<file path="src/srg_pkg.sv">
// Overview of operation
// - source-select 1 picks internal clock, 0 picks external rate-generator clock pin
// - internal source is the core clock divided by a fixed ratio
// - first stage counter reloads from divisor and makes the bit clock
// - bit clock frequency is input frequency over divisor plus one
// - divisor zero or odd gives exactly 50% duty
// - even divisor 2p gives p+1 input cycles high, p low
// - bit clock and frame pulse change only on selected input active edge, except bit clock at divisor zero and pulse clear on disable
// - edge-select 0 uses external rising edge, 1 uses falling edge
// - generator computes bit clock divide, frame period and frame width
// - frame resync works only with external input clock selected
// - resync disabled means bit clock runs free, never realigned
// - resync on: receive frame sync rise restarts divider and starts frame pulse
// - bit clock starts high after every resync
// - receive frame sync sampled on the edge that advances the bit clock
// - with resync on, frame period field is ignored
// - data clock mode bit 1 drives that data clock from bit clock
// - generator may stay in reset when all pins are driven externally
// - loopback routes transmit data, frame and clock onto receive paths
// - frame period stage is a 12-bit down counter of bit clocks
// - frame width stage is an 8-bit down counter of bit clocks
// - frame pulse low out of reset, runs only when both enables and the frame-generator select are 1
`default_nettype none
package srg_pkg;
  localparam int ADDR_W = 5;
  localparam logic [ADDR_W-1:0] OFS_CTRL = 5'h00;
  localparam logic [ADDR_W-1:0] OFS_CFG = 5'h04;
  localparam logic [ADDR_W-1:0] OFS_PIN = 5'h08;
  localparam logic [ADDR_W-1:0] OFS_STAT = 5'h0C;
  localparam int DIV_W = 8;
  localparam int WID_W = 8;
  localparam int PER_W = 12;
  localparam int B_RG_RST = 0;
  localparam int B_FR_RST = 1;
  localparam int B_LOOP = 2;
  localparam int F_CSTP = 3;
  localparam int F_DIV = 0;
  localparam int F_WID = 8;
  localparam int F_PER = 16;
  localparam int B_SRC = 28;
  localparam int B_EDGE = 29;
  localparam int B_SYNC = 30;
  localparam int B_FRM_GEN = 31;
  localparam int B_RXCM = 0;
  localparam int B_TXCM = 1;
  localparam int B_TXFM = 2;
  localparam int B_RXFM = 3;
  localparam int S_CNT = 0;
  localparam int S_CLK = 8;
  localparam int S_FRM = 9;
  localparam int S_PER = 10;
  localparam logic [31:0] CTRL_RST = 32'h0000_0000;
  localparam logic [31:0] CFG_RST = 32'h1000_0001;
  localparam logic [31:0] PIN_RST = 32'h0000_0000;
  localparam logic [31:0] CTRL_MASK = 32'h0000_001F;
  localparam logic [31:0] CFG_MASK = 32'hFFFF_FFFF;
  localparam logic [31:0] PIN_MASK = 32'h0000_000F;
  localparam int INT_RATIO_DEF = 4;
  localparam logic [1:0] RESP_OKAY = 2'h0;
  localparam logic [1:0] RESP_SLVERR = 2'h2;

  typedef enum logic [1:0] {FRM_OFF = 2'b00, FRM_HIGH = 2'b01, FRM_LOW = 2'b11} srg_frm_e;

  typedef struct packed {
    logic [ADDR_W-1:0] awaddr;
    logic awvalid;
    logic [31:0] wdata;
    logic [3:0] wstrb;
    logic wvalid;
    logic bready;
    logic [ADDR_W-1:0] araddr;
    logic arvalid;
    logic rready;
  } srg_axi_req_s;

  typedef struct packed {
    logic awready;
    logic wready;
    logic bvalid;
    logic [1:0] bresp;
    logic arready;
    logic rvalid;
    logic [31:0] rdata;
    logic [1:0] rresp;
  } srg_axi_rsp_s;

  typedef struct packed {
    logic ext_rate_gen_clock_in;
    logic rx_frame_sync_pin;
    logic rx_clock_pin;
    logic tx_clock_pin;
    logic tx_frame_sync_pin;
    logic serial_data_in;
  } srg_pin_in_s;

  typedef struct packed {
    logic tx_clock_o;
    logic tx_clock_oe;
    logic rx_clock_o;
    logic rx_clock_oe;
    logic tx_frame_o;
    logic tx_frame_oe;
    logic rx_frame_o;
    logic rx_frame_oe;
    logic serial_data_out;
  } srg_pin_out_s;

  typedef struct packed {
    logic clk;
    logic frame;
    logic data;
  } srg_path_s;
endpackage
`default_nettype wire

</file>
<file path="src/srg_rate_gen.sv">
// The AXI4-Lite register port and the register offsets were chosen for this implementation.
`timescale 1ns/100ps
`default_nettype none
module srg_rate_gen #(
  parameter int INT_RATIO = srg_pkg::INT_RATIO_DEF
) (
  input wire logic clk_sys,
  input wire logic arst_n,
  input wire srg_pkg::srg_axi_req_s axi_req,
  output var srg_pkg::srg_axi_rsp_s axi_rsp,
  input wire srg_pkg::srg_pin_in_s pin_in,
  input wire logic tx_data_int,
  output var srg_pkg::srg_pin_out_s pin_out,
  output var srg_pkg::srg_path_s rx_path,
  output var srg_pkg::srg_path_s tx_path,
  output logic gen_bit_clock,
  output logic gen_frame_pulse
);
  import srg_pkg::*;

  localparam int CW = $clog2(INT_RATIO + 1);
  localparam logic [CW-1:0] RATIO_LAST = CW'(INT_RATIO - 1);
  localparam logic [CW-1:0] RATIO_HALF = CW'(INT_RATIO / 2);

  logic [31:0] regs_r [3];
  srg_pin_in_s sync1_r;
  srg_pin_in_s sync2_r;
  logic ext_d_r;
  logic fsync_prev_r;
  logic [CW-1:0] int_cnt_r;
  logic [DIV_W-1:0] cnt_r;
  logic [DIV_W-1:0] cnt_nxt;
  logic clk_r;
  logic pulse_r;
  srg_frm_e st_r;
  logic [PER_W-1:0] per_r;
  logic [WID_W-1:0] wid_r;

  logic rg_en, fr_en, loop_en, src_int, edge_fall, sync_en, frm_gen_sel;
  logic rxcm, txcm, txfm, rxfm;
  logic [DIV_W-1:0] div;
  logic [WID_W-1:0] wid_cfg;
  logic [PER_W-1:0] per_cfg;
  assign rg_en = regs_r[0][B_RG_RST];
  assign fr_en = regs_r[0][B_FR_RST];
  assign loop_en = regs_r[0][B_LOOP];
  assign div = regs_r[1][F_DIV +: DIV_W];
  assign wid_cfg = regs_r[1][F_WID +: WID_W];
  assign per_cfg = regs_r[1][F_PER +: PER_W];
  assign src_int = regs_r[1][B_SRC];
  assign edge_fall = regs_r[1][B_EDGE];
  assign sync_en = regs_r[1][B_SYNC];
  assign frm_gen_sel = regs_r[1][B_FRM_GEN];
  assign rxcm = regs_r[2][B_RXCM];
  assign txcm = regs_r[2][B_TXCM];
  assign txfm = regs_r[2][B_TXFM];
  assign rxfm = regs_r[2][B_RXFM];

  // every pin passes two flops before use
  always_ff @(posedge clk_sys or negedge arst_n) begin
    if (!arst_n) begin
      sync1_r <= '0;
      sync2_r <= '0;
      ext_d_r <= 1'b0;
    end else begin
      sync1_r <= pin_in;
      sync2_r <= sync1_r;
      ext_d_r <= sync2_r.ext_rate_gen_clock_in;
    end
  end

  // fixed-ratio internal source; rising edge where the count wraps
  always_ff @(posedge clk_sys or negedge arst_n) begin
    if (!arst_n) begin
      int_cnt_r <= '0;
    end else if (int_cnt_r == RATIO_LAST) begin
      int_cnt_r <= '0;
    end else begin
      int_cnt_r <= int_cnt_r + 1'b1;
    end
  end

  logic int_tick, ext_tick, tick, in_level;
  logic ext_now;
  assign ext_now = sync2_r.ext_rate_gen_clock_in;
  assign int_tick = (int_cnt_r == '0);
  assign ext_tick = edge_fall ? (ext_d_r & ~ext_now) : (~ext_d_r & ext_now);
  assign tick = src_int ? int_tick : ext_tick;
  assign in_level = src_int ? (int_cnt_r < RATIO_HALF) : (ext_now ^ edge_fall);

  // frame sync is looked at only on the advancing edge, so pulse length
  // does not matter
  logic resync_on, fsync_rise, resync_hit, bit_tick;
  assign resync_on = sync_en & ~src_int;
  assign fsync_rise = tick & sync2_r.rx_frame_sync_pin & ~fsync_prev_r;
  assign resync_hit = resync_on & fsync_rise & rg_en;

  always_ff @(posedge clk_sys or negedge arst_n) begin
    if (!arst_n) begin
      fsync_prev_r <= 1'b0;
    end else if (tick) begin
      fsync_prev_r <= sync2_r.rx_frame_sync_pin;
    end
  end

  assign cnt_nxt = (resync_hit || cnt_r == '0) ? div : cnt_r - 1'b1;
  assign bit_tick = rg_en & tick & (resync_hit | (cnt_r == '0));

  // divider; held reloaded and frozen while its enable is low
  always_ff @(posedge clk_sys or negedge arst_n) begin
    if (!arst_n) begin
      cnt_r <= '0;
      clk_r <= 1'b0;
    end else if (!rg_en) begin
      cnt_r <= div;
    end else begin
      if (tick) begin
        cnt_r <= cnt_nxt;
      end
      if (div == '0) begin
        clk_r <= in_level;
      end else if (tick) begin
        clk_r <= (cnt_nxt >= div - (div >> 1));
      end
    end
  end

  // frame stages; with resync the period counter is bypassed
  logic frm_en;
  logic frm_start;
  assign frm_en = fr_en & frm_gen_sel & rg_en;
  assign frm_start = resync_on ? resync_hit : (per_r == '0);

  always_ff @(posedge clk_sys or negedge arst_n) begin
    if (!arst_n) begin
      st_r <= FRM_OFF;
      pulse_r <= 1'b0;
      per_r <= '0;
      wid_r <= '0;
    end else if (!frm_en) begin
      st_r <= FRM_OFF;
      pulse_r <= 1'b0;
      per_r <= '0;
    end else if (bit_tick) begin
      if (frm_start) begin
        st_r <= FRM_HIGH;
        pulse_r <= 1'b1;
        per_r <= per_cfg;
        wid_r <= wid_cfg;
      end else begin
        if (!resync_on) begin
          per_r <= per_r - 1'b1;
        end
        unique case (st_r)
          FRM_HIGH: begin
            if (wid_r == '0) begin
              st_r <= FRM_LOW;
              pulse_r <= 1'b0;
            end else begin
              wid_r <= wid_r - 1'b1;
            end
          end
          FRM_OFF, FRM_LOW: begin
            st_r <= FRM_LOW;
          end
        endcase
      end
    end
  end

  assign gen_bit_clock = clk_r;
  assign gen_frame_pulse = pulse_r;

  // pin and internal path muxing, registered so every output is a flop
  logic txc_i, txf_i;
  assign txc_i = txcm ? clk_r : sync2_r.tx_clock_pin;
  assign txf_i = txfm ? pulse_r : sync2_r.tx_frame_sync_pin;

  always_ff @(posedge clk_sys or negedge arst_n) begin
    if (!arst_n) begin
      pin_out <= '0;
      rx_path <= '0;
      tx_path <= '0;
    end else begin
      tx_path.clk <= txc_i;
      tx_path.frame <= txf_i;
      tx_path.data <= tx_data_int;
      rx_path.clk <= loop_en ? txc_i : (rxcm ? clk_r : sync2_r.rx_clock_pin);
      rx_path.frame <= loop_en ? txf_i : (rxfm ? pulse_r : sync2_r.rx_frame_sync_pin);
      rx_path.data <= loop_en ? tx_data_int : sync2_r.serial_data_in;
      pin_out.tx_clock_o <= clk_r;
      pin_out.tx_clock_oe <= txcm;
      pin_out.rx_clock_o <= loop_en ? txc_i : clk_r;
      pin_out.rx_clock_oe <= rxcm;
      pin_out.tx_frame_o <= pulse_r;
      pin_out.tx_frame_oe <= txfm;
      pin_out.rx_frame_o <= pulse_r;
      // an external frame sync must arrive on this pin under resync
      pin_out.rx_frame_oe <= rxfm & ~resync_on & ~loop_en;
      pin_out.serial_data_out <= tx_data_int;
    end
  end

  // register slave; write lands one cycle after both channels are held
  logic aw_got_r, w_got_r, bvalid_r, rvalid_r, awready_r, wready_r, arready_r;
  logic [ADDR_W-1:0] awaddr_r;
  logic [31:0] wdata_r;
  logic [3:0] wstrb_r;
  logic [1:0] bresp_r, rresp_r;
  logic [31:0] rdata_r;
  logic aw_fire, w_fire, ar_fire, do_write, wr_ok;
  logic aw_got_nxt, w_got_nxt, bvalid_nxt, rvalid_nxt;
  logic [1:0] widx;
  assign aw_fire = axi_req.awvalid & awready_r;
  assign w_fire = axi_req.wvalid & wready_r;
  assign ar_fire = axi_req.arvalid & arready_r;
  assign do_write = aw_got_r & w_got_r;
  assign widx = awaddr_r[3:2];
  assign wr_ok = (awaddr_r[ADDR_W-1] == 1'b0) && (widx != 2'h3);
  assign aw_got_nxt = (aw_got_r | aw_fire) & ~do_write;
  assign w_got_nxt = (w_got_r | w_fire) & ~do_write;
  assign bvalid_nxt = do_write | (bvalid_r & ~axi_req.bready);
  assign rvalid_nxt = ar_fire | (rvalid_r & ~axi_req.rready);

  always_ff @(posedge clk_sys or negedge arst_n) begin
    if (!arst_n) begin
      aw_got_r <= 1'b0;
      w_got_r <= 1'b0;
      awready_r <= 1'b0;
      wready_r <= 1'b0;
      bvalid_r <= 1'b0;
      bresp_r <= RESP_OKAY;
      awaddr_r <= '0;
      wdata_r <= '0;
      wstrb_r <= '0;
    end else begin
      aw_got_r <= aw_got_nxt;
      w_got_r <= w_got_nxt;
      awready_r <= ~aw_got_nxt & ~bvalid_nxt;
      wready_r <= ~w_got_nxt & ~bvalid_nxt;
      bvalid_r <= bvalid_nxt;
      if (aw_fire) begin
        awaddr_r <= axi_req.awaddr;
      end
      if (w_fire) begin
        wdata_r <= axi_req.wdata;
        wstrb_r <= axi_req.wstrb;
      end
      if (do_write) begin
        bresp_r <= wr_ok ? RESP_OKAY : RESP_SLVERR;
      end
    end
  end

  localparam logic [31:0] RST_VAL [3] = '{CTRL_RST, CFG_RST, PIN_RST};
  localparam logic [31:0] WR_MASK [3] = '{CTRL_MASK, CFG_MASK, PIN_MASK};

  for (genvar g = 0; g < 3; g++) begin : g_reg
    always_ff @(posedge clk_sys or negedge arst_n) begin
      if (!arst_n) begin
        regs_r[g] <= RST_VAL[g];
      end else if (do_write && wr_ok && widx == 2'(g)) begin
        for (int b = 0; b < 4; b++) begin
          if (wstrb_r[b]) begin
            regs_r[g][8*b +: 8] <= wdata_r[8*b +: 8] & WR_MASK[g][8*b +: 8];
          end
        end
      end
    end
  end

  logic [31:0] stat_word;
  always_comb begin
    stat_word = '0;
    stat_word[S_CNT +: DIV_W] = cnt_r;
    stat_word[S_CLK] = clk_r;
    stat_word[S_FRM] = pulse_r;
    stat_word[S_PER +: PER_W] = per_r;
  end

  always_ff @(posedge clk_sys or negedge arst_n) begin
    if (!arst_n) begin
      arready_r <= 1'b0;
      rvalid_r <= 1'b0;
      rdata_r <= '0;
      rresp_r <= RESP_OKAY;
    end else begin
      arready_r <= ~rvalid_nxt;
      rvalid_r <= rvalid_nxt;
      if (ar_fire) begin
        rresp_r <= axi_req.araddr[ADDR_W-1] ? RESP_SLVERR : RESP_OKAY;
        if (axi_req.araddr[ADDR_W-1]) begin
          rdata_r <= '0;
        end else if (axi_req.araddr[3:2] == 2'h3) begin
          rdata_r <= stat_word;
        end else begin
          rdata_r <= regs_r[axi_req.araddr[3:2]];
        end
      end
    end
  end

  always_comb begin
    axi_rsp = '0;
    axi_rsp.awready = awready_r;
    axi_rsp.wready = wready_r;
    axi_rsp.bvalid = bvalid_r;
    axi_rsp.bresp = bresp_r;
    axi_rsp.arready = arready_r;
    axi_rsp.rvalid = rvalid_r;
    axi_rsp.rdata = rdata_r;
    axi_rsp.rresp = rresp_r;
  end
endmodule
`default_nettype wire

</file>
<file path="config.mk">
export PLATFORM = sky130hd
export DESIGN_NAME = srg_rate_gen
export DESIGN_NICKNAME = d
export VERILOG_FILES = /design/src/srg_pkg.sv /design/src/srg_rate_gen.sv
export SDC_FILE = /design/constraint.sdc
export NUM_CORES = 1
export LEC_CHECK = 0
export ABC_AREA = 1
export BUFFER_PORTS_ARGS = -buffer_cell sky130_fd_sc_hd__buf_2
export CAP_MARGIN = 20
export CORE_MARGIN = 2
export CORE_UTILIZATION = 25
export CTS_CLUSTER_DIAMETER = 50
export CTS_CLUSTER_SIZE = 10
export DETAILED_ROUTE_END_ITERATION = 8
export SYNTH_ARGS = -nofsm -noshare
export SYNTH_HDL_FRONTEND = slang
export SYNTH_SLANG_ARGS = --single-unit
</file>
<file path="constraint.sdc">
create_clock -name clk_sys -period 7.6 [get_ports clk_sys]
set_input_delay 0.76 -clock clk_sys [delete_from_list [all_inputs] [get_ports clk_sys]]
set_output_delay 0.76 -clock clk_sys [all_outputs]
set_load 0.005 [all_outputs]
</file>
==> results of run 1 <==
-- Yosys cell counts (6+ instances only) --
cell and n:
sky130_fd_sc_hd__buf_4 12, sky130_fd_sc_hd__nand3_1 36, sky130_fd_sc_hd__nor3_1 6, sky130_fd_sc_hd__nor2_1 60
sky130_fd_sc_hd__clkbuf_1 15, sky130_fd_sc_hd__inv_1 120, sky130_fd_sc_hd__xor2_1 17, sky130_fd_sc_hd__o221ai_1 13
sky130_fd_sc_hd__nand2_1 319, sky130_fd_sc_hd__ha_1 26, sky130_fd_sc_hd__a21oi_1 30, sky130_fd_sc_hd__dfrtp_1 181
sky130_fd_sc_hd__o21ai_1 9, sky130_fd_sc_hd__o21ai_0 98, sky130_fd_sc_hd__inv_2 7, sky130_fd_sc_hd__xnor2_1 6
-- cells by family (layout without fill, tap and decap cells) --
group,after synthesis,in the layout,synth area share
flops,183,183,0.526
other cells,1,2,0.000430
simple gates,452,452,0.222
xor+xnor,23,23,0.0231
buf+inv,163,276,0.0791
fa+ha+maj,27,27,0.0396
compound gates,169,169,0.110
-- worst max-delay path by stage --
stage / end / slack [ns]
global route: gen_bit_clock / 4.64
finish: gen_bit_clock / 4.92
global placement: rdata_r[17] / 4.72
CTS: gen_bit_clock / 4.88
floorplan: gen_bit_clock / 5.16
detailed placement: rdata_r[18] / 4.71
-- metrics by stage --
step	instances	setup WS (ns)	power [mW]
2_1_floorplan	1019	5.16	2.28
3_3_place_gp	1554	4.72	2.62
3_5_place_dp	1554	4.71	2.65
4_1_cts	1586	4.88	3.59
5_1_grt	1587	4.64	3.85
6_report	1587	4.92	3.54
-- layer usage --
| metal | share of wire | global-route usage | routed length (um) | vias up |
|---|---|---|---|---|
| met5 | 0 | 0 | 0 | - |
| met3 | 0.035 | 0.0232 | 773 | 30 |
| met4 | 0.029 | 0.0558 | 639 | 0 |
| met2 | 0.44 | 0.196 | 9880 | 127 |
| li1 | - | - | - | 3432 |
| met1 | 0.49 | 0.176 | 10900 | 3138 |
-- sequential cells by signal, indices dropped and copies added (netlist names), 7 cells and up --
register  cells
div           8
cnt_r         8
wdata_r      32
per_r        12
pin_out       7
regs_r       17
per_cfg      12
wid_r         8
rdata_r      32
-- area by class of cell --
cell class	count	area (um2)	area share
multi-input cells	673	3450	0.335
well taps	455	569	0.0552
repair buffers	116	622	0.0603
clock inverters	15	179	0.0174
flip-flops and latches	183	4580	0.445
inverters	128	480	0.0466
clock buffers	17	425	0.0413
-- where the power goes --
part	leakage, nW	switching (mW)	internal (mW)	total, mW
clock network	0.294	0.444	0.474	0.917
registers	2.37	0.174	1.23	1.41
logic	2.57	0.771	0.440	1.21
-- critical path, cell delays in order (launching register included) --
cell,delay (ns)
sky130_fd_sc_hd__dfrtp_1,0.45
sky130_fd_sc_hd__inv_1,0.15
sky130_fd_sc_hd__ha_1,0.34
sky130_fd_sc_hd__inv_1,0.07
sky130_fd_sc_hd__a21oi_1,0.12
sky130_fd_sc_hd__nand2_1,0.12
sky130_fd_sc_hd__nand4_1,0.10
sky130_fd_sc_hd__o311ai_0,0.15
sky130_fd_sc_hd__xor2_1,0.18
sky130_fd_sc_hd__ha_1,0.31
sky130_fd_sc_hd__nand2_1,0.07
sky130_fd_sc_hd__nor2_1,0.14
sky130_fd_sc_hd__nand4_1,0.09
sky130_fd_sc_hd__nand3_1,0.09
sky130_fd_sc_hd__nand2_1,0.05
sky130_fd_sc_hd__a21o_1,0.15
sky130_fd_sc_hd__nand2_1,0.05
==> results by stage, run 1 <==
Run status:
- The flow ran to the end, and the final reports show no timing, DRC or antenna violations.

CTS:
- In this run the deepest clock path goes through 2 buffers.
- The CTS tree is done.
- The clock latency on the worst-skew pair is 0.45 ns.
- In this run the post-CTS setup repair buffer count came out at 0.
- The quantity of hold-fixing buffers added after cts is 0.
- The clock-pin slew reported for the worst setup and hold paths after clock tree synthesis is 0.07 ns.
- In this run, CTS created clock tree buffers numbering 17.
- The root buffer selected by CTS is sky130_fd_sc_hd__clkbuf_16.
- The count of instances resized after the clock tree is built is 0.
- In this run the number of H-tree levels came out at 4.
- The sink count of the clock tree is 183.

Layout:
- Summing all non-filler instances in the final layout gives an area of 0.0103 mm2.
- The final layout contains 1206 nets.
- The core occupancy in the finished layout is 0.299.
- The layout overhead on the synthesized area is 18.2%.
- The layout has 3680 filler cells.
- The share of post-route cells with drive strength above 1 is 0.163.
- The most common cell after layout, fill and taps aside is sky130_fd_sc_hd__nand2_1.
- Leaving out fill and tap cells, the most frequent cells in the layout are sky130_fd_sc_hd__nand2_1, sky130_fd_sc_hd__dfrtp_1, sky130_fd_sc_hd__inv_1.
- The number of antenna diodes in the final layout is 0.

Synth:
- In the synthesized netlist, the number of instances is 1018.
- After synthesis, the share of flip-flops with an asynchronous set or reset is 1.00.
- The count of yosys warnings during synthesis is 0.
- In this run the cell area of the synthesized design comes to 0.00871 mm2.
- The share of synthesized area in the top cell type comes to 0.520.
- The synthesized netlist contains 45 unique library cells.
- In this run, synthesis inferred 0 flip-flops with an integrated enable.
- The synthesized area per cell is 8.56 um2.
- The flip-flop and latch count after synthesis is 183.
- For this run, the register share of the synthesized area comes to 0.526.
- Summed over all instances, the cell type with the most area after synthesis is sky130_fd_sc_hd__dfrtp_1.
- By area the synthesized netlist is led by sky130_fd_sc_hd__dfrtp_1, sky130_fd_sc_hd__nand2_1, sky130_fd_sc_hd__o21ai_0.
- The most common flop cell mapped by yosys is sky130_fd_sc_hd__dfrtp_1.

Min path:
- The worst hold path was traced through 0 stages.
- The sink of the worst hold path is sync2_r[1].
- The startpoint identified for the worst hold timing path is sync1_r[1].
- The worst hold path belongs to the class flip-flop to flip-flop.

Floorplanning:
- The effective utilization at floorplan is 0.253.
- The standard-cell row count is 68.
- The die is 191 um wide.
- The top-level I/O count is 118.
- The area of the die is 0.0364 mm2.
- The height of the die is 191 um.
- The placeable core region is 0.0345 mm2.

Route:
- The post-detailed-route wirelength per cell is 14.0 um.
- Wires add up to 22.2 mm.
- The DRC violation count after routing is 0.
- Using the TritonRoute via totals, the vias-per-cell ratio works out to 4.24.
- Summing over every cut layer, the via total after detailed routing is 6727.
- The number of iterations in the first detailed-routing pass is 5.
- The number of nets still failing antenna checks after routing is 0.
- The first-iteration detailed-routing DRC count is 371.

Critical path:
- The worst reg2reg path depth is 16.
- The kind of capture point of the worst setup path is a flip-flop.
- The critical path class is flip-flop to flip-flop.
- The worst-path maximum fanout is 5.
- In this run the worst setup path begins at div[2].
- The terminus of the critical flop-to-flop path is gen_bit_clock.
- The minimum setup slack among reg-to-reg paths is 4.92 ns.
- The kind of launch point of the worst setup path is a flip-flop.
- In this run the critical register-to-register path is launched from div[2].
- The arrival time at the worst endpoint is 3.07 ns.
- The critical path required time is 7.98 ns.

Timing:
- The worst pin sits at a relative slew slack of 0.371.
- The final setup violation count is 0.
- Static timing analysis puts the maximum clock frequency at 0.373 GHz.
- The slew at the pin closest to its max-slew limit is 0.936 ns.
- Across all hold checks on the routed design, the worst slack comes to 0.355 ns.
- Dividing the final minimum period by the clock period gives 0.353.
- Setup repair after global routing left no endpoint under its margin.
- Clock skew on the completed layout was measured at 0.0155 ns.
- The final number of hold-violating endpoints is 0.
- For the finished layout, the period the worst path requires is 2.68 ns.
- Summed over all failing endpoints, the final setup total negative slack is 0 ns.
- The final number of max-transition violations is 0.

Pwr:
- The total power per unit cell area is 343 mW/mm2.
- The leakage power summed over all cells is 5.23 nW.
- IR analysis of the VDD net gives a maximum drop of 0.201 mV.

Placed design:
- At the end of routability-driven placement, the weighted congestion stood at 0.878.
- Once placement finished, the instance area stood at 0.00967 mm2.
- The detailed placer's ending HPWL is 16.2 mm.
- During placement, the flow inserted port buffers numbering 111.

Global route:
- The maximum number of pins on one net before global-route repair is 100.
- The initial antenna violation count was 0.
- Across every metal layer, demand over resource in global routing totals 0.128.
- The first global-routing pass estimated 35.9 mm of wire.
- The number of global-route vias before repair is 6588.
- Summed over all layers, the global routing overflow is 0.

Flow run:
- Across the run, the number of max-cap violations was 0.
Power figures use the tool's default switching activity.
==> run 2, diff against run 1 <==
==> constraint.sdc (replaced) <==
create_clock -name clk_sys -period 2.4 [get_ports clk_sys]
set_input_delay 0.24 -clock clk_sys [delete_from_list [all_inputs] [get_ports clk_sys]]
set_output_delay 0.24 -clock clk_sys [all_outputs]
set_load 0.005 [all_outputs]
==> run 2 against run 1 <==
Sequential power grew to 3.1 times the previous value; sequential share of layout area is 3.1 points lower; the run now ends with setup timing left; combinational power grew to 3.9 times the previous value; register-to-register slack worse by 5.0 ns; global-route usage is 0.62 points higher; utilization is 2.2 points higher; count of clock-buffer cells in the layout is 3 higher; power grew to 3.4 times the previous value; non-clock buffer count is 81 higher.
==> results by stage, run 2 (same netlist as run 1, synthesis figures left out) <==
CTS:
- CTS placed an instance of sky130_fd_sc_hd__clkbuf_16 at the clock tree root.
- The longest clock path from root to sink contains 2 buffers.
- The sink count of the clock tree is 183.
- The clock-pin slew reported for the worst setup and hold paths after clock tree synthesis is 0.07 ns.
- The H-tree was split into 4 levels.
- The clock latency on the worst-skew pair is 0.43 ns.
- The total CTS buffers is 17.
- The CTS tree is done.

Layout:
- The layout overhead on the synthesized area is 27.0%.
- The most common cell after layout, fill and taps aside is sky130_fd_sc_hd__nand2_1.
- The final net count is 1287.
- The diode insertion count for antenna repair is 0.
- Fill cells in the final layout number 3606.
- The largest registers in the layout are rdata_r x32, wdata_r x32, regs_r x17.
- The library cells used most frequently in the layout, excluding fill and tap cells, are sky130_fd_sc_hd__nand2_1, sky130_fd_sc_hd__dfrtp_1, sky130_fd_sc_hd__inv_1.
- The area used by multi-input combinational logic is 0.00352 mm2.
- In the final layout, flip-flops and latches occupy 0.00458 mm2.
- In the final layout, the share of cells above drive strength 1 is 0.212.
- The finished cells cover 0.0111 mm2.

Timing:
- The final number of max-transition violations came to 0.
- The clock period minus worst slack is 2.44 ns.
- Setup repair after global routing could not meet its margin everywhere.
- The final number of hold-violating endpoints is 0.
- Clock skew on the completed layout was measured at 0.0170 ns.
- The worst path setup slack after routing is -0.0368 ns.
- The slew at the pin closest to its max-slew limit is 0.562 ns.
- The worst slew margin relative to its limit is 0.624.
- The setup TNS is -0.0368 ns.
- The maximum clock frequency is 0.410 GHz.
- Setup violations remaining at the end of the flow were counted as 1.
- The portion of the clock cycle consumed by the worst path in the final layout is 1.02.

Floorplanning:
- The die is 191 um tall.
- The top-level I/O count is 118.
- After floorplanning, the core was sized to cover 0.0345 mm2.
- The floorplan has 68 rows.
- From left edge to right edge, the die measures 191 um.
- The die covers 0.0364 mm2.
- For this configuration, the core starts out at a cell density of 0.253.

Route:
- In the final routed layout, each cell accounts on average for 14.0 um.
- The count of nets left with antenna violations once routing finished came out at 0.
- The via count is 7125.
- In the routed layout, each cell is associated on average with a via count of 4.27.
- The routed design has 23.4 mm of wire.
- For this run, design rule violations remaining after detail routing come to 0.
- For this block, the initial DRC count from the detailed router was 443.
- The number of iterations in the first detailed-routing pass is 5.

Global route:
- Entering global routing, the biggest net connects 61 pins.
- For this run, global-route usage on met2 was measured as 0.212.
- In the global route stage, met1 resource usage came out at 0.181.
- The final global-route overflow total is 0.
- The global-route track usage on met3 is 0.0269.
- met2 is the most crowded layer.
- The number of global-route vias before repair is 6904.
- The first-pass GRT wire length is 37.8 mm.
- For this run, the total global-route usage over all layers was measured as 0.134.
- The initial antenna violation count is 0.

Run status:
- The final reports fail on setup timing.
- The flow ran to the end, but the final reports show violations.

Flow run:
- The max-cap violation count is 0.

Critical path:
- The worst-path maximum fanout is 2.
- The kind of capture point of the worst setup path is a flip-flop.
- The critical path in this run is classified as flip-flop to flip-flop.
- STA puts the critical path data arrival time at 2.80 ns.
- The critical path required time is 2.77 ns.
- The kind of launch point of the worst setup path is a flip-flop.

Pwr:
- For this design the ratio of total power to cell area is 1090 mW/mm2.
- The leakage power summed over all cells is 5.63 nW.
- The worst-case IR drop observed on VDD is 0.541 mV.
- The post-layout total power is 12.0 mW.

Placed design:
- The total cell area at the placement stage is 0.0101 mm2.
- The pre-CTS worst setup slack is -0.135 ns.
- The number of I/O port buffers is 111.
- The detailed placer's ending HPWL is 17.5 mm.
- The last weighted congestion value of the routability-driven placer is 0.861.

Min path:
- The class of the worst hold path is input pin to flip-flop.
==> run 2: cell count changes in the layout (fill, tap and decap cells not counted), moves of 3 or more <==
cell / before / now
sky130_fd_sc_hd__inv_2: 7 / 10
sky130_fd_sc_hd__nand2_1: 319 / 315
sky130_fd_sc_hd__inv_1: 120 / 116
sky130_fd_sc_hd__inv_8: 5 / 1
sky130_fd_sc_hd__a21oi_1: 30 / 26
sky130_fd_sc_hd__a21oi_2: 0 / 4
sky130_fd_sc_hd__buf_12: 0 / 3
sky130_fd_sc_hd__buf_4: 4 / 59
sky130_fd_sc_hd__dlygate4sd3_1: 0 / 24
sky130_fd_sc_hd__nand2_2: 5 / 9
==> run 2: worst paths after layout <==
kind	to	cells after the start	slack, ns	from
worst max register to register	gen_bit_clock	18	-0.04	div[0]
worst max-delay path	gen_bit_clock	18	-0.04	div[0]
min in group asynchronous	sync2_r[4]	2	0.29	arst_n
worst min register to register	sync2_r[3]	0	0.35	sync1_r[3]
worst min-delay path	wdata_r[12]	3	0.02	axi_req[25]
max in group asynchronous	rdata_r[11]	3	1.34	arst_n
==> run 2: critical path, stage by stage, from the launching register on <==
cell	delay, ns
sky130_fd_sc_hd__dfstp_2	0.54
sky130_fd_sc_hd__inv_2	0.05
sky130_fd_sc_hd__ha_4	0.16
sky130_fd_sc_hd__inv_4	0.05
sky130_fd_sc_hd__fa_2	0.22
sky130_fd_sc_hd__nand3_2	0.08
sky130_fd_sc_hd__nand2_2	0.07
sky130_fd_sc_hd__nand2_2	0.05
sky130_fd_sc_hd__a21oi_2	0.10
sky130_fd_sc_hd__nor2_1	0.06
sky130_fd_sc_hd__xor2_1	0.14
sky130_fd_sc_hd__ha_1	0.28
sky130_fd_sc_hd__nand2_2	0.07
sky130_fd_sc_hd__nor2_4	0.08
sky130_fd_sc_hd__nand4_1	0.09
sky130_fd_sc_hd__nand3_1	0.08
sky130_fd_sc_hd__nand2_1	0.05
sky130_fd_sc_hd__a21o_1	0.15
sky130_fd_sc_hd__nand2_1	0.05
==> run 2: area by class of cell <==
type,count,share of cell area
sequential,183,0.414
tap,455,0.0514
multi-input combinational,673,0.318
clock inverter,12,0.0148
clock buffer,20,0.0403
timing repair buffer,197,0.118
inverter,128,0.0436
==> run 2: power breakdown <==
group / switching, mW / internal, mW / total [mW]
clock: 1.25 / 1.69 / 2.94
combinational: 2.77 / 1.93 / 4.70
sequential: 0.481 / 3.91 / 4.39
total: 4.51 / 7.53 / 12.0
==> run 2: what timing repair did <==
item | CTS | global route
hold buffers | 24 | 0
setup endpoints to repair | 1 | 1
buffers inserted | 2 | 3
hold endpoints to repair | 60 | 0
gates resized for setup | 4 | 14
pin swaps | 7 | 13
==> run 2: through the flow <==
step / hold WS (ns) / std cells / utilization
global placement: 0.205 / 1607 / 0.294
CTS: 0.000528 / 1665 / 0.319
global route: 0.0121 / 1668 / 0.321
detailed placement: 0.200 / 1607 / 0.294
finish: 0.0195 / 1668 / 0.321
floorplan: -0.0556 / 1019 / -
==> run 2: per-layer routing <==
layer | part of all wire | up-vias
li1 | - | 3597
met1 | 0.47 | 3346
met2 | 0.46 | 154
met3 | 0.047 | 28
met4 | 0.022 | 0
met5 | 0 | -
